<file path="config.mk">
export PLATFORM = sky130hd
export DESIGN_NAME = timer_counter
export DESIGN_NICKNAME = d
export VERILOG_FILES = /design/src/rtl/timer_counter_pkg.sv /design/src/rtl/timer_counter.sv
export VERILOG_INCLUDE_DIRS = /design/src /design/src/rtl
export SDC_FILE = /design/constraint.sdc
export NUM_CORES = 1
export LEC_CHECK = 0
export ABC_AREA = 0
export BUFFER_PORTS_ARGS = -buffer_cell sky130_fd_sc_hd__buf_2
export CAP_MARGIN = 20
export CORE_MARGIN = 10
export CORE_UTILIZATION = 55
export DETAILED_ROUTE_END_ITERATION = 10
export PLACE_DENSITY_LB_ADDON = 0.2
export SLEW_MARGIN = 20
export SYNTH_ARGS = -nofsm -noshare
export SYNTH_HDL_FRONTEND = slang
export SYNTH_SLANG_ARGS = --single-unit
</file>
<file path="constraint.sdc">
create_clock -name clk -period 3.4 [get_ports clk]
set_input_delay 0 -clock clk [delete_from_list [all_inputs] [get_ports clk]]
set_output_delay 0 -clock clk [all_outputs]
set_load 0.01 [all_outputs]
</file>
<file path="src/rtl/timer_counter_cfg.svh">
// Offsets, field positions, reset values and counts of the timer
`ifndef TIMER_COUNTER_CFG_SVH
`define TIMER_COUNTER_CFG_SVH

// Register indices on the plain register port
`define TC_OFS_LOW    3'h0
`define TC_OFS_HIGH   3'h1
`define TC_OFS_CTRL   3'h2
`define TC_OFS_FLAG   3'h3
`define TC_OFS_ENABLE 3'h4

// Control register field positions
`define TC_RUN_BIT    0
`define TC_SRC_BIT    1
`define TC_NSYNC_BIT  2
`define TC_OSC_BIT    3
`define TC_DIV_LSB    4
`define TC_DIV_MSB    5
`define TC_NONE_BIT   6
`define TC_WIDE_BIT   7

// Writable bits of the control register
`define TC_CTRL_MASK  8'hBF
// Control value after power-on reset
`define TC_CTRL_RST   8'h00
// Flag and enable bit inside their registers
`define TC_FLAG_BIT   0

// Compare mode code that raises the special event trigger
`define TC_SPECIAL_EVT 4'hB
// Core clocks per instruction cycle, minus one
`define TC_PHASE_LAST 2'h3
// Count value just before the wrap
`define TC_COUNT_TOP  16'hFFFF

`endif

</file>
<file path="src/rtl/timer_counter_pkg.sv">
// Types shared by the timer/counter block
`default_nettype none

package timer_counter_pkg;

	// One register access from software
	typedef struct packed {
		logic [2:0] addr;  // Register index
		logic [7:0] wdata; // Write data
		logic       wr;    // Write strobe
		logic       rd;    // Read strobe
	} reg_bus_t;

	// Whole state of the timer block
	typedef struct packed {
		logic [15:0] count;  // Live counter
		logic [7:0]  hbuf;   // High byte buffer
		logic [2:0]  pre;    // Prescaler count
		logic [1:0]  phase;  // Instruction phase
		logic [7:0]  ctrl;   // Control register
		logic        flag;   // Overflow flag
		logic        irq_en; // Overflow enable
		logic [1:0]  s1;     // Pin sync stage one
		logic [1:0]  s2;     // Pin sync stage two
		logic        prev;   // Last source level
		logic        pend;   // Edge waiting for tick
		logic [7:0]  rdata;  // Read data
		logic        adc_go; // Conversion start
	} tc_state_t;

endpackage : timer_counter_pkg

`default_nettype wire

</file>
<file path="src/rtl/timer_counter.sv">
// Sixteen-bit timer/counter with prescaler and buffered access
//
// Overview of operation
// Counts only while run-enable bit is set
// Prescale field divides by 1, 2, 4, 8
// Source bit picks external edge or instruction clock
// Sync bit chooses synchronized external counting
// Oscillator enable makes oscillator the source
// Oscillator on: pins inputs, port reads zero
// Bit six reads back as zero
// One step per instruction cycle or edge
// Count wraps from FFFFh to 0000h
// Wrap sets sticky flag; enable gates request
// Special event trigger resets counter, starts conversion
// Trigger reset never sets the overflow flag
// Trigger reset only sure when synchronized
// Counter write beats a coincident trigger
// Wide mode maps high address to buffer
// Low byte read copies high byte to buffer
// Low byte write loads buffer into high
// Only low byte writes clear the prescaler (the code also clears it on a special event trigger)
// Reset clears control; counter value undefined
// Narrow mode reaches live high byte directly
//
// Local design decisions: strobed register access and the address map.
`timescale 1ns/10ps
`default_nettype none
`include "timer_counter_cfg.svh"

module timer_counter (
	// Clock and reset
	input  wire logic                        clk,
	input  wire logic                        sys_rst,
	// Register port
	input  wire timer_counter_pkg::reg_bus_t bus,
	output logic [7:0]                       rd_data,
	// Count inputs from pins
	input  wire logic                        ext_count_pin,
	input  wire logic                        osc_in_pin,
	// Port direction and pin view
	input  wire logic [1:0]                  port_direction_reg,
	output logic [1:0]                       pin_oe,
	output logic [1:0]                       port_read,
	// Compare unit and converter
	input  wire logic [3:0]                  compare_mode_field,
	input  wire logic                        compare_match,
	input  wire logic                        adc_enable,
	output logic                             adc_start,
	// Interrupt request
	output logic                             irq_req
);

	////////////////////////////////////////////////////////////////
	// State and decoded controls

	timer_counter_pkg::tc_state_t st_r;   // Registered state
	timer_counter_pkg::tc_state_t st_nxt; // Next state

	logic       run;      // Run enable
	logic       ext_src;  // External source chosen
	logic       no_sync;  // Unsynchronized counting
	logic       osc_on;   // Oscillator enabled
	logic       wide;     // Buffered access mode
	logic [1:0] div_sel;  // Prescale select
	logic [2:0] div_last; // Last prescaler value
	logic       tick;     // Instruction cycle tick
	logic       src_lvl;  // Selected source level
	logic       rise;     // Rising edge of source
	logic       ev;       // Count clock event
	logic       step;     // Counter advances
	logic       trig;     // Special event trigger
	logic       wr_low;   // Write to low byte
	logic       wr_high;  // Write to high byte
	logic       rd_low;   // Read of low byte

	assign run     = st_r.ctrl[`TC_RUN_BIT];
	assign ext_src = st_r.ctrl[`TC_SRC_BIT];
	assign no_sync = st_r.ctrl[`TC_NSYNC_BIT];
	assign osc_on  = st_r.ctrl[`TC_OSC_BIT];
	assign wide    = st_r.ctrl[`TC_WIDE_BIT];
	assign div_sel = st_r.ctrl[`TC_DIV_MSB:`TC_DIV_LSB];

	// Strobe decode
	assign wr_low  = bus.wr && (bus.addr == `TC_OFS_LOW);
	assign wr_high = bus.wr && (bus.addr == `TC_OFS_HIGH);
	assign rd_low  = bus.rd && (bus.addr == `TC_OFS_LOW);

	////////////////////////////////////////////////////////////////
	// Count clock selection

	// One tick per four core clocks
	assign tick = (st_r.phase == `TC_PHASE_LAST);

	// Oscillator output replaces the pin
	assign src_lvl = osc_on ? st_r.s2[1] : st_r.s2[0];

	// Edge seen on the synchronized level
	assign rise = src_lvl && !st_r.prev;

	// Pick the event that feeds the prescaler
	always_comb begin
		if (!ext_src) begin
			// Sync bit has no say here
			ev = tick; // see see
		end else if (no_sync) begin
			// Edge counted as soon as seen
			ev = rise; // see
		end else begin
			// Edge held until the tick
			ev = tick && (st_r.pend || rise);
		end
	end

	// Divider end value from the field
	always_comb begin
		case (div_sel)
			2'h0:    div_last = 3'h0;
			2'h1:    div_last = 3'h1;
			2'h2:    div_last = 3'h3;
			2'h3:    div_last = 3'h7;
			default: div_last = 3'h0;
		endcase
	end

	// Counter moves on the last prescaler event; a count left over
	// from a larger divide steps at once instead of wrapping round
	assign step = run && ev && (st_r.pre >= div_last); // see

	// Trigger from the compare unit; taken alike with sync on or off
	assign trig = compare_match &&
		(compare_mode_field == `TC_SPECIAL_EVT); // see

	////////////////////////////////////////////////////////////////
	// Next state

	always_comb begin
		st_nxt = st_r;

		// Two flip-flops per pin before use
		st_nxt.s1    = {osc_in_pin, ext_count_pin};
		st_nxt.s2    = st_r.s1;
		st_nxt.prev  = src_lvl;
		st_nxt.phase = st_r.phase + 2'h1;
		st_nxt.adc_go = 1'b0;

		// Pending edge for synchronized counting
		if (tick) begin
			st_nxt.pend = 1'b0;
		end else if (rise) begin
			st_nxt.pend = 1'b1;
		end

		// Prescaler runs only while counting
		if (run && ev) begin
			if (st_r.pre >= div_last) begin
				st_nxt.pre = 3'h0;
			end else begin
				st_nxt.pre = st_r.pre + 3'h1;
			end
		end

		// Counter advance and wrap
		if (step) begin
			st_nxt.count = st_r.count + 16'h0001;
			if (st_r.count == `TC_COUNT_TOP) begin
				st_nxt.flag = 1'b1;
			end
		end

		// Trigger clears count, flag untouched
		if (trig) begin
			st_nxt.count = 16'h0000; // see
			st_nxt.pre   = 3'h0;
			st_nxt.adc_go = adc_enable;
		end

		// Register writes; these beat trigger
		if (bus.wr) begin
			case (bus.addr)
				`TC_OFS_LOW: begin
					if (wide) begin
						// Both bytes at once
						st_nxt.count = {st_r.hbuf, bus.wdata};
					end else begin
						st_nxt.count[7:0] = bus.wdata;
						// High byte keeps any step unless a trigger coincides
						if (!trig) begin
							st_nxt.count[15:8] = step ?
								st_nxt.count[15:8] : st_r.count[15:8];
						end else begin
							st_nxt.count[15:8] = st_r.count[15:8];
						end
					end
					st_nxt.pre = 3'h0;
				end
				`TC_OFS_HIGH: begin
					if (wide) begin
						// Buffer only in wide mode
						st_nxt.hbuf = bus.wdata;
					end else begin
						st_nxt.count[15:8] = bus.wdata;
						if (trig) begin
							st_nxt.count[7:0] = st_r.count[7:0];
						end
					end
					// Prescaler left alone here, see
					if (trig) begin
						st_nxt.pre = st_r.pre;
					end
				end
				`TC_OFS_CTRL: begin
					st_nxt.ctrl = bus.wdata & `TC_CTRL_MASK;
				end
				`TC_OFS_FLAG: begin
					// Hardware set wins over clear, see
					if (bus.wdata[`TC_FLAG_BIT]) begin
						st_nxt.flag = 1'b1;
					end else begin
						st_nxt.flag = step &&
							(st_r.count == `TC_COUNT_TOP);
					end
				end
				`TC_OFS_ENABLE: begin
					st_nxt.irq_en = bus.wdata[`TC_FLAG_BIT];
				end
				default: begin
					// Unmapped write ignored
				end
			endcase
		end

		// Read data, one cycle after the strobe
		st_nxt.rdata = 8'h00;
		if (bus.rd) begin
			case (bus.addr)
				`TC_OFS_LOW: begin
					st_nxt.rdata = st_r.count[7:0];
					if (wide) begin
						st_nxt.hbuf = st_r.count[15:8];
					end
				end
				`TC_OFS_HIGH: begin
					// Buffer or live byte by mode
					st_nxt.rdata = wide ? st_r.hbuf :
						st_r.count[15:8]; // see
				end
				`TC_OFS_CTRL: begin
					st_nxt.rdata = st_r.ctrl & `TC_CTRL_MASK;
				end
				`TC_OFS_FLAG: begin
					st_nxt.rdata = {7'h00, st_r.flag};
				end
				`TC_OFS_ENABLE: begin
					st_nxt.rdata = {7'h00, st_r.irq_en};
				end
				default: begin
					// Unmapped reads as zero
					st_nxt.rdata = 8'h00;
				end
			endcase
		end
	end

	////////////////////////////////////////////////////////////////
	// State register

	// Constants only under reset
	always_ff @(posedge clk or posedge sys_rst) begin
		if (sys_rst) begin
			st_r       <= '0;
			st_r.ctrl  <= `TC_CTRL_RST;
		end else begin
			st_r <= st_nxt;
		end
	end

	////////////////////////////////////////////////////////////////
	// Outputs

	assign rd_data   = st_r.rdata;
	assign adc_start = st_r.adc_go;
	// Request only when enabled
	assign irq_req   = st_r.flag && st_r.irq_en;
	// Oscillator forces both pins to input
	assign pin_oe    = osc_on ? 2'b00 : ~port_direction_reg;
	// Pin reads are zero under the oscillator
	assign port_read = osc_on ? 2'b00 : st_r.s2;

	////////////////////////////////////////////////////////////////
	// Checks

	hold_when_off_a: assert property (
		@(posedge clk) disable iff (sys_rst)
		(!run && !bus.wr && !trig) |=> $stable(st_r.count))
		else $error("count moved while stopped");

	divide_end_a: assert property (
		@(posedge clk) disable iff (sys_rst)
		(run && ev && div_sel == 2'h3 && !bus.wr && !trig &&
		st_r.pre != 3'h7) |=> $stable(st_r.count))
		else $error("divide by eight stepped early");

	bit6_zero_a: assert property (
		@(posedge clk) disable iff (sys_rst)
		(bus.rd && bus.addr == `TC_OFS_CTRL) |=> !rd_data[6])
		else $error("unused control bit read as one");

	timer_step_a: assert property (
		@(posedge clk) disable iff (sys_rst)
		(run && !ext_src && div_sel == 2'h0 && tick && !bus.wr &&
		!trig) |=> st_r.count == $past(st_r.count) + 16'h0001)
		else $error("timer did not step on tick");

	wrap_flag_a: assert property ( // see
		@(posedge clk) disable iff (sys_rst)
		(step && st_r.count == `TC_COUNT_TOP && !bus.wr && !trig)
		|=> (st_r.count == 16'h0000) && st_r.flag)
		else $error("wrap did not set flag");

	trig_reset_a: assert property ( // see
		@(posedge clk) disable iff (sys_rst)
		(trig && !bus.wr && !st_r.flag) |=>
		(st_r.count == 16'h0000) && !st_r.flag &&
		(adc_start == $past(adc_enable)))
		else $error("trigger reset wrong");

	write_wins_a: assert property (
		@(posedge clk) disable iff (sys_rst)
		(trig && wr_low) |=> st_r.count[7:0] == $past(bus.wdata))
		else $error("trigger beat a write");

	read_latch_a: assert property (
		@(posedge clk) disable iff (sys_rst)
		(wide && rd_low) |=> st_r.hbuf == $past(st_r.count[15:8]))
		else $error("low read missed high copy");

	wide_write_a: assert property (
		@(posedge clk) disable iff (sys_rst)
		(wide && wr_low) |=> (st_r.count ==
		{$past(st_r.hbuf), $past(bus.wdata)}) && st_r.pre == 3'h0)
		else $error("wide write not whole");

	high_keeps_pre_a: assert property (
		@(posedge clk) disable iff (sys_rst)
		(wr_high && !(run && ev) && !trig) |=> $stable(st_r.pre))
		else $error("high write touched prescaler");

	osc_pins_a: assert property (
		@(posedge clk) disable iff (sys_rst)
		osc_on |-> (pin_oe == 2'b00) && (port_read == 2'b00))
		else $error("oscillator pins not inputs");

	sync_wait_a: assert property (
		@(posedge clk) disable iff (sys_rst)
		(run && ext_src && !no_sync && !tick && !bus.wr && !trig)
		|=> $stable(st_r.count))
		else $error("synchronized edge counted off tick");

	unsync_step_a: assert property ( // see
		@(posedge clk) disable iff (sys_rst)
		(run && ext_src && no_sync && rise && div_sel == 2'h0 &&
		!bus.wr && !trig) |=> st_r.count == $past(st_r.count) + 16'h0001)
		else $error("unsynchronized edge not counted");

	wide_read_a: assert property (
		@(posedge clk) disable iff (sys_rst)
		(wide && bus.rd && bus.addr == `TC_OFS_HIGH) |=>
		rd_data == $past(st_r.hbuf))
		else $error("wide high read not from buffer");

	narrow_read_a: assert property (
		@(posedge clk) disable iff (sys_rst)
		(!wide && bus.rd && bus.addr == `TC_OFS_HIGH) |=>
		rd_data == $past(st_r.count[15:8]))
		else $error("narrow high read not live");

	read_idle_a: assert property (
		@(posedge clk) disable iff (sys_rst)
		!bus.rd |=> rd_data == 8'h00)
		else $error("read data outside its cycle");

	adc_quiet_a: assert property (
		@(posedge clk) disable iff (sys_rst)
		!trig |=> !adc_start)
		else $error("conversion start without trigger");

endmodule : timer_counter

`default_nettype wire

</file>
**Word-level counts from Yosys, hierarchy flattened**

Cells that the tools add are included.

- Output and inout bits: 14
- Register bits after elaboration: 53
- Word-level logic and storage cells: 85

- Multiplexer cells: 37
- Reductions and logical operators: 15
- Add/subtract/negate cells: 3
- Magnitude comparators: 1
- Eq/ne operators: 14
- Bitwise logic cells: 1

Operator list:

| operator | count |
|---|---|
| $mux 8 | 10 |
| $mux 16 | 4 |
| $pmux 8 s5 | 1 |
| $pmux 16 s2 | 1 |
| $mux 27 | 1 |
| $add 16x1->16 const B | 1 |
| $eq 16x16->1 const B | 1 |
| $mux 3 | 4 |
| $ne 4x4->1 const B | 3 |
| $pmux 3 s4 | 1 |
| $mux 1 | 11 |
| $logic_and 1x1->1 | 7 |
| $eq 2x2->1 const B | 3 |
| $eq 3x2->1 const B | 2 |
| $mux 2 | 3 |
| $pmux 3 s2 | 1 |
| $reduce_and 2->1 | 3 |
| $eq 4x4->1 const B | 1 |
| $add 3x1->3 const B | 1 |
| $eq 3x1->1 const B | 1 |
| $eq 3x3->1 const B | 1 |
| $ge 3x3->1 | 1 |
| $logic_not 3->1 | 1 |
| $ne 3x3->1 const B | 1 |
| 7 further kinds | 7 |

**Longest topological paths before layout**

Gate-level depths: netlist (run 1).

- Depth in word-level cells: 18
- Depth in mapped cells: 9
- Depth with buffers taken out: 9

**Least setup slack after synthesis (run 1)**

OpenSTA, ideal clock, no wires.

- Path type: register to register
- Start: register st_r (netlist bit div_sel[1])
- End: register st_r[53] (netlist bit)
- Data arrival time: 2.463 ns
- Stages on the path, launching flop included: 10
- Slack: 0.845 ns
- Setup time: 0.092 ns
- Data required time: 3.308 ns
- Path through: dfrtp_1 or2_2 ha_1 nor2b_1 o21a_1 nor3_4 a211oi_1 o21bai_1 a22oi_1 o31ai_2

- Longest elaborated chain between the ends: 11

Ends and longest elaborated chain:

| element | line | source |
|---|---|---|
| start, declared | timer_counter.sv:56 | `timer_counter_pkg::tc_state_t st_r;` |
| start signal, assigned | timer_counter.sv:273 | `st_r <= st_nxt;` |
| $eq 2x2->1, or another cell as far along | timer_counter.sv:116 | `case (div_sel)` |
| $pmux 3 s4 * | timer_counter.sv:116 |  |
| $ge 3x3->1 * | timer_counter.sv:127 | `assign step = run && ev && (st_r.pre >= div_last);` |
| $logic_and 1x1->1 * | timer_counter.sv:127 |  |
| $mux 16 | timer_counter.sv:163 | `if (step) begin` |
| $mux 16 | timer_counter.sv:171 | `if (trig) begin` |
| $mux 8 | timer_counter.sv:188 | `st_nxt.count[15:8] = step ?` |
| $mux 8 | timer_counter.sv:187 | `if (!trig) begin` |
| $mux 16 | timer_counter.sv:181 | `if (wide) begin` |
| $pmux 16 s2 | timer_counter.sv:179 | `case (bus.addr)` |
| $mux 27 | timer_counter.sv:178 | `if (bus.wr) begin` |

Mark *: on every way between the ends. The rest lies on a longest branch, timed or not. The select of a mux whose other input is x is not followed.
A chain may end at the register's enable or synchronous reset.

**Worst setup path after layout (run 1)**

- Start: register st_r (netlist bit div_sel[1])
- End: register st_r[46] (netlist bit)

The elaborated chain is that of the path after synthesis.

==> results of run 1 <==
Yosys cell counts, drive strengths merged (3+ instances only):
| cell | n |
|---|---|
| dfrtp | 53 |
| nand2 | 53 |
| o21ai | 39 |
| nor2 | 25 |
| mux2i | 22 |
| nand3 | 19 |
| buf | 12 |
| a21oi | 11 |
| clkbuf | 11 |
| inv | 8 |
| mux2 | 7 |
| nand2b | 7 |
| and3 | 6 |
| ha | 6 |
| o211ai | 6 |
| o22a | 6 |
| a22oi | 4 |
| and2 | 4 |
| nand4 | 4 |
| nor2b | 4 |
| a221o | 3 |
| a32oi | 3 |
| nor3 | 3 |
| nor4 | 3 |
| or2 | 3 |
layout by cell type (no fill, tap or decap), drive strengths merged, types with 9 or more instances in the layout:
master,count
nand2,53
dfrtp,53
buf,42
o21ai,39
nor2,25
mux2i,22
nand3,19
dlygate4sd3,12
a21oi,11
inv,9
per-layer routing:
| metal | up-vias | routed length, µm | part of all wire, % |
|---|---|---|---|
| met4 | 0 | 96 | 1.2 |
| li1 | 1338 | - | - |
| met5 | - | 0 | 0 |
| met3 | 11 | 610 | 7.4 |
| met2 | 130 | 4140 | 50 |
| met1 | 1352 | 3380 | 41 |
path summary, 6_finish.rpt:
kind                                              from  slack, ns                    to  cells after the start
worst max-delay path            div_sel[1]$_DFFE_PP0P_       0.67  st_r[46]$_DFFE_PP0P_                      8
worst min-delay path                            bus[3]      0.006  st_r[39]$_DFFE_PP0P_                      3
worst max register to register  div_sel[1]$_DFFE_PP0P_       0.67  st_r[46]$_DFFE_PP0P_                      8
worst min register to register    st_nxt[12]$_DFF_PP0_       0.36    st_r[12]$_DFF_PP0_                      0
max in group asynchronous                      sys_rst       2.41  st_r[47]$_DFFE_PP0P_                      4
min in group asynchronous                      sys_rst       0.22    st_r[26]$_DFF_PP0_                      3
logic make-up (layout without fill, tap and decap cells):
kind of cell / count (synthesis) / count (layout) / synth area share, %
mux: 30 / 30 / 10.1
xor+xnor: 3 / 3 / 0.824
compound gates: 89 / 89 / 18.6
buf+inv: 31 / 70 / 4.63
fa+ha+maj: 6 / 6 / 2.35
flops: 53 / 53 / 41.6
simple gates: 138 / 138 / 22.0
flip-flops by register name (all words and copies together), names as in the netlist:
register,flops
adc_start,1
div_sel,2
ext_src,1
no_sync,1
osc_on,1
rd_data,8
run,1
st_nxt,2
st_r,36
critical path: cells and delay by family, from the launching register on:
family / cells / cell delay [ns]
simple gates: 5 / 1.27
compound gates: 2 / 0.65
flops: 1 / 0.42
fa+ha+maj: 1 / 0.28
layout make-up:
type	count	area (µm²)
fill	476	1980
clock inverter	3	21.3
clock buffer	5	68.8
multi-input combinational	266	1720
sequential	53	1330
timing repair buffer	54	340
inverter	8	30.0
tap	72	90.1
report_power, final:
part	switching, mW	internal, mW
clock network	0.223	0.147
logic	0.295	0.266
registers	0.209	0.784
==> metrics.yaml, run 1 <==
grt-ovfl-total: 0
placement.io_buffers: 38
p_per_area_nw_per_um2: 535
synth_top_area_share_pct: 41.6
floorplan.rows: 27
totalWireLength_um: 8240
htreeDepth: 2
die_height_um: 96.2
outcome: "completed"
cts-buffers-inserted: 5
place_worst_setup_slack_ns: 0.406
syn_area_um2: 3190
synth_area_per_cell_um2: 9.11
fin_nets: 419
ys_seq_area_share_pct: 41.6
crit_chain: "or2_2 -> ha_1 -> nor2b_1 -> o21a_1 -> nor4_4 -> and3_1 -> nand4_1 -> o311ai_0"
drt_iter0_drc: 313
cp-start-kind: "flip-flop"
synth.distinct_cells: 52
die_area_um2: 9240
rsz0062_at_grt: "no"
grt.total_usage_pct: 18.4
cts_sinks: 53
max-vdd-ir-drop_uv: 311
cts_resized: 0
period_minus_slack_ns: 2.73
fin_tns_setup_ns: 0
via_count: 2831
core_area_um2: 5570
initial_utilization_pct: 57.2
synth_flop_cell: "dfrtp_1"
grt_first_pass_wirelength_um: 13600
clk_pin_slew_ns: 0.10
vias_per_cell: 6.14
cts_root_buf: "clkbuf_8"
fin_area_um2: 3600
io-pin-count: 39
cts_tree: "yes"
drive_gt1_share_pct: 18.8
synth_edf_count: 0
tightest_slew_ns: 0.959
synth_top_area_cell: "dfrtp_1"
post-route-drc-count: 0
routedWlPerCell_um: 17.9
met2_usage_pct: 30.8
period_share_pct: 80.3
placed_area_um2: 3380
grt_max_degree: 35
maxSlewViolCount: 0
dp.cells: 441
cap_violations: 0
clockBufferDepth: 2
crit_arrival_ns: 2.93
slowest_delay_ns: 0.44
use_met1_pct: 23.9
slew_headroom_pct: 36.1
grt_antenna_before_repair: 0
final_core_util_pct: 64.5
instances_no_fill: 461
fin_ws_ns: 0.670
dp_hpwl_um: 6110
critical_path_class: "reg2reg"
synthCells: 350
holdWs_ns: 0.00564
first_global_vias: 2677
finalClockSkew_ns: 0.00426
finalPower_mw: 1.92
max_freq_mhz: 366
place.gp.congestion: 0.914
cts_hold_buf: 11
syn_to_final_growth_pct: 12.8
synth_top_cells_by_area: "dfrtp_1, mux2i_1, nand2_1, o21ai_0, nand3_1"
hold_viol_final: 0
post-cts-setup-buffers: 0
required_ns: 3.60
met3_usage_pct: 3.27
cpMaxStageDelayCell: "nor4_4"
p_leak_nw: 1.66
busiest_layer: "met2"
ys_warn_count: 0
worstSkewPairLatency_ns: 0.32
synthesis.nets: 381
diodes: 0
hold_path.class: "in2reg"
ys_async_sr_fraction_pct: 100
die_w_um: 96.2
synth_seq_cells: 53
setup_viol: 0
dr.pass1.iters: 6
end_kind: "flip-flop"
ant_nets: 0
crit_fanout: 5
Note: power is estimated with default switching activity, not from simulation.
==> run 2, diff against run 1 <==
- clock period: 3.4 -> 2.58 ns (I/O delays scaled with it)
==> metrics.yaml, run 2 (synthesis results as in run 1) <==
post-route-drc-count: 0
clockBufferDepth: 2
slowest_delay_ns: 0.46
period_share_pct: 99.4
clk_pin_slew_ns: 0.10
tightest_slew_ns: 0.712
holdWs_ns: 0.0128
hold_depth: 3
reg2reg_depth: 9
grt_first_pass_wirelength_um: 13700
finalClockSkew_ns: 0.00807
grt_max_degree: 54
path_buf_inv: 0
rsz0062_at_grt: "yes"
htreeDepth: 2
hold_viol_final: 0
cap_violations: 0
dr.pass1.iters: 5
p_per_area_nw_per_um2: 704
fin_nets: 426
slew_headroom_pct: 52.4
drive_gt1_share_pct: 21.0
ant_nets: 0
hold_path.class: "in2reg"
r2r-end: "st_r[49]$_DFFE_PP0P_"
outcome: "completed"
core_area_um2: 5570
diodes: 0
io-pin-count: 39
grt.total_usage_pct: 18.8
end_kind: "flip-flop"
dp_hpwl_um: 6080
vias_per_cell: 6.03
r2r-start: "div_sel[1]$_DFFE_PP0P_"
period_minus_slack_ns: 2.57
min_to: "div_sel[1]$_DFFE_PP0P_"
critical_path_class: "reg2reg"
max_freq_mhz: 390
largest_reg_flops: 36
floorplan.rows: 27
max-vdd-ir-drop_uv: 420
crit_fanout: 5
cpMaxStageDelayCell: "or3b_2"
grt_antenna_before_repair: 0
die_area_um2: 9240
hp-start: "bus[7]"
via_count: 2824
cts_sinks: 53
final_core_util_pct: 65.4
placed_area_um2: 3450
grt-ovfl-total: 0
fin_area_um2: 3650
syn_to_final_growth_pct: 14.4
fin_tns_setup_ns: 0
place.gp.congestion: 0.920
first_global_vias: 2763
setup_viol: 0
path_delay_family: "simple AND/OR/NAND/NOR gates"
drt_iter0_drc: 302
required_ns: 2.83
die_w_um: 96.2
placement.io_buffers: 38
die_height_um: 96.2
cts_tree: "yes"
cts_root_buf: "clkbuf_8"
most-common-layout-cells: "nand2_1, dfrtp_1, o21ai_0, buf_2, nor2_1"
p_leak_nw: 1.70
totalWireLength_um: 8180
crit_chain: "or2_2 -> ha_1 -> nor2b_1 -> o21a_2 -> nor4_4 -> and2_4 -> nand3_1 -> or3b_2 -> nand4_1"
maxSlewViolCount: 0
cp-start-kind: "flip-flop"
r2r_slack_ns: 0.01
worstSkewPairLatency_ns: 0.32
initial_utilization_pct: 57.2
routedWlPerCell_um: 17.5
post-cts-setup-buffers: 0
crit_arrival_ns: 2.82
largest_register: "st_r"
cts-buffers-inserted: 5
[run 2: changes by cell type in the layout (fill, tap and decap cells not counted), sizes merged]
cell,previous run,this run
buf,42,51
dlygate4sd3,12,10
[run 2: power by group]
part	leakage [nW]	switching (mW)	internal, mW
Sequential	0.667	0.256	1.03
Clock	0.0447	0.296	0.196
Combinational	0.986	0.419	0.367
[run 2: routing by layer]
layer	GRT usage (%)	part of all wire (%)	wire length (µm)	vias to the layer above
li1	-	-	-	1343
met1	24.3	40	3310	1369
met2	30.7	50	4100	104
met3	3.97	8.1	666	8
met4	5.53	1.3	106	0
met5	0	0	0	-
[run 2: repair_timing]
item                                   CTS  global route
endpoints found under the hold margin   62             0
setup endpoints to repair                1             2
resized for setup                        1             2
pin swaps                                0             0
hold buffers                            10             0
[run 2: worst register-to-register path, cell delays in order (launching register included)]
cell	delay (ns)
dfrtp_1	0.39
or2_2	0.30
ha_1	0.28
nor2b_1	0.06
o21a_2	0.28
nor4_4	0.34
and2_4	0.22
nand3_1	0.09
or3b_2	0.46
nand4_1	0.10
[run 2: cell type report]
cell class	instances	area, µm²
Clock buffer	5	68.8
Inverter	8	30.0
Timing Repair Buffer	61	388
Clock inverter	3	25.0
Fill cell	499	1930
Sequential cell	53	1330
Tap cell	72	90.1
Multi-Input combinational cell	266	1720
[run 2: worst max-delay path by stage]
stage | start | slack [ns] | endpoint | cells after the start
after floorplan | div_sel[1]$_DFFE_PP0P_ | 0.03 | st_r[53]$_DFFE_PP0P_ | 9
after global placement | div_sel[1]$_DFFE_PP0P_ | 0.1 | st_r[49]$_DFFE_PP0P_ | 9
after detailed placement | div_sel[1]$_DFFE_PP0P_ | 0.02 | st_r[49]$_DFFE_PP0P_ | 9
after CTS | div_sel[1]$_DFFE_PP0P_ | 0.02 | st_r[49]$_DFFE_PP0P_ | 9
after global routing | div_sel[1]$_DFFE_PP0P_ | -0.04 | st_r[49]$_DFFE_PP0P_ | 9
final | div_sel[1]$_DFFE_PP0P_ | 0.01 | st_r[49]$_DFFE_PP0P_ | 9
[run 2: through the flow]
stage          power, mW  worst slack, ns  instances
2_1_floorplan       1.80           0.0255        350
3_3_place_gp        2.02           0.0990        450
3_5_place_dp        2.06           0.0162        450
4_1_cts             2.57           0.0249        468
5_1_grt             2.74          -0.0359        468
6_report            2.57           0.0149        468
==> run 3, diff against run 2 <==
- GPL_TIMING_DRIVEN: default -> 0
- PLACE_DENSITY: default -> 0.76
- PLACE_DENSITY_LB_ADDON: 0.2 -> default
==> metrics.yaml, run 3 (synthesis results as in run 1) <==
grt_max_degree: 36
die_height_um: 96.2
cts_sinks: 53
largest_reg_flops: 36
largest_register: "st_r"
totalWireLength_um: 8340
dr.pass1.iters: 5
p_leak_nw: 1.73
cp-start-kind: "flip-flop"
post-route-drc-count: 0
placed_area_um2: 3480
finalClockSkew_ns: 0.00877
drt_iter0_drc: 233
hp-start: "bus[5]"
finalPower_mw: 2.54
cts_root_buf: "clkbuf_8"
setup_viol: 0
diodes: 0
crit_chain: "or2_2 -> ha_1 -> nor2b_1 -> o21a_2 -> nor3_4 -> and4_4 -> xnor2_1 -> o32a_1 -> o31ai_2"
p_per_area_nw_per_um2: 682
outcome: "completed"
fin_area_um2: 3730
critical_path_class: "reg2reg"
clockBufferDepth: 2
die_area_um2: 9240
p_sw_mw: 0.947
p_clk_share_pct: 18.1
fin_nets: 441
die_w_um: 96.2
drive_gt1_share_pct: 21.2
most-common-layout-cells: "nand2_1, dfrtp_1, o21ai_0, buf_2, nor2_1"
cap_violations: 0
p_int_mw: 1.59
dp_hpwl_um: 6260
grt_first_pass_wirelength_um: 13800
slowest_delay_ns: 0.42
routedWlPerCell_um: 17.3
io-pin-count: 39
grt_antenna_before_repair: 0
end_kind: "flip-flop"
first_global_vias: 2774
combPwrFrac_pct: 31.7
initial_utilization_pct: 57.2
period_share_pct: 96.8
place_worst_setup_slack_ns: -0.451
fin_ws_ns: 0.0836
grt-ovfl-total: 0
ant_nets: 0
max_freq_mhz: 401
cpMaxStageDelayCell: "dfrtp_1"
placement.io_buffers: 36
required_ns: 2.80
via_count: 2922
place.gp.congestion: 0.946
startpoint: "div_sel[1]$_DFFE_PP0P_"
hold_path.class: "in2reg"
floorplan.rows: 27
cts-buffers-inserted: 5
core_area_um2: 5570
hold_viol_final: 0
p_seq_share_pct: 50.2
cts_tree: "yes"
slew_headroom_pct: 48.6
syn_to_final_growth_pct: 16.9
max-vdd-ir-drop_uv: 358
clk_pin_slew_ns: 0.10
htreeDepth: 2
grt.total_usage_pct: 18.7
swShare_pct: 37.3
crit_fanout: 4
period_minus_slack_ns: 2.50
r2r-start: "div_sel[1]$_DFFE_PP0P_"
maxSlewViolCount: 0
vias_per_cell: 6.05
worstSkewPairLatency_ns: 0.31
rsz0062_at_grt: "yes"
tightest_slew_ns: 0.767
crit_arrival_ns: 2.72
-- run 3: cell count changes in the layout (fill, tap and decap cells not counted), moves of 2 or more --
cell and change:
buf_4 +3, o21ai_1 +2, clkbuf_1 +12, dlygate4sd3_1 -2, buf_1 +3, o21ai_0 -2
clkinv_2 +2
-- run 3: worst paths after layout --
check                                       endpoint  slack [ns]  cells past startpoint
worst max-delay path            st_r[53]$_DFFE_PP0P_        0.08                      9
worst min-delay path            st_r[41]$_DFFE_PP0P_       0.003                      2
worst max register to register  st_r[53]$_DFFE_PP0P_        0.08                      9
worst min register to register    st_r[12]$_DFF_PP0_        0.36                      0
max in group asynchronous       st_r[52]$_DFFE_PP0P_        1.83                      4
min in group asynchronous       st_nxt[11]$_DFF_PP0_        0.23                      3
-- run 3: area by class of cell --
| type | instances | area [µm²] |
|---|---|---|
| fill | 479 | 1850 |
| multi-input combinational | 266 | 1740 |
| sequential | 53 | 1330 |
| timing repair buffer | 53 | 340 |
| buffer | 23 | 118 |
| tap | 72 | 90.1 |
| clock buffer | 6 | 72.6 |
| inverter | 8 | 30.0 |
| clock inverter | 2 | 10.0 |
-- run 3: power by group through the flow --
| stage | Clock (mW) | Sequential [mW] | Combinational (mW) |
|---|---|---|---|
| 3_3_place_gp | 0 | 1.27 | 0.737 |
| 5_1_grt | 0.496 | 1.30 | 0.907 |
| 4_1_cts | 0.464 | 1.27 | 0.792 |
| 3_5_place_dp | 0 | 1.28 | 0.768 |
| 6_report | 0.461 | 1.28 | 0.805 |
| 2_1_floorplan | 0 | 1.20 | 0.601 |
-- run 3: worst max-delay path: cells and delay by family, from the launching register on --
family | cells | cell delay, ns
DFF | 1 | 0.42
xor gates and xnor gates | 1 | 0.08
and+or+nand+nor | 4 | 0.85
AOI/OAI and AO/OA | 3 | 0.78
adders and majority gates | 1 | 0.27
-- run 3: routing by layer --
| metal | GRT usage (%) | vias up | part of all wire, % |
|---|---|---|---|
| met4 | 5.77 | 0 | 1.7 |
| met5 | 0 | - | 0 |
| li1 | - | 1370 | - |
| met2 | 30.7 | 150 | 49 |
| met3 | 3.35 | 25 | 8.3 |
| met1 | 24.4 | 1377 | 41 |
-- run 3: through the flow --
stage               setup TNS (ns)  hold WS [ns]  util [%]  instances
global route               -0.0218       0.00993      66.9        483
detailed placement           -3.01        0.0175      62.5        459
global placement             -2.92         0.108      62.1        458
floorplan                        0        0.0314         -        350
finish                           0       0.00258      66.9        483
CTS                              0       0.00197      66.1        478
-- run 3: repair_timing --
item / in CTS / in global routing
hold buffers: 8 / 0
resized for setup: 3 / 6
cloned: 0 / 0
setup buffers: 3 / 5
endpoints found under the hold margin: 26 / 0
setup endpoints to repair: 8 / 6
pin swaps: 4 / 2
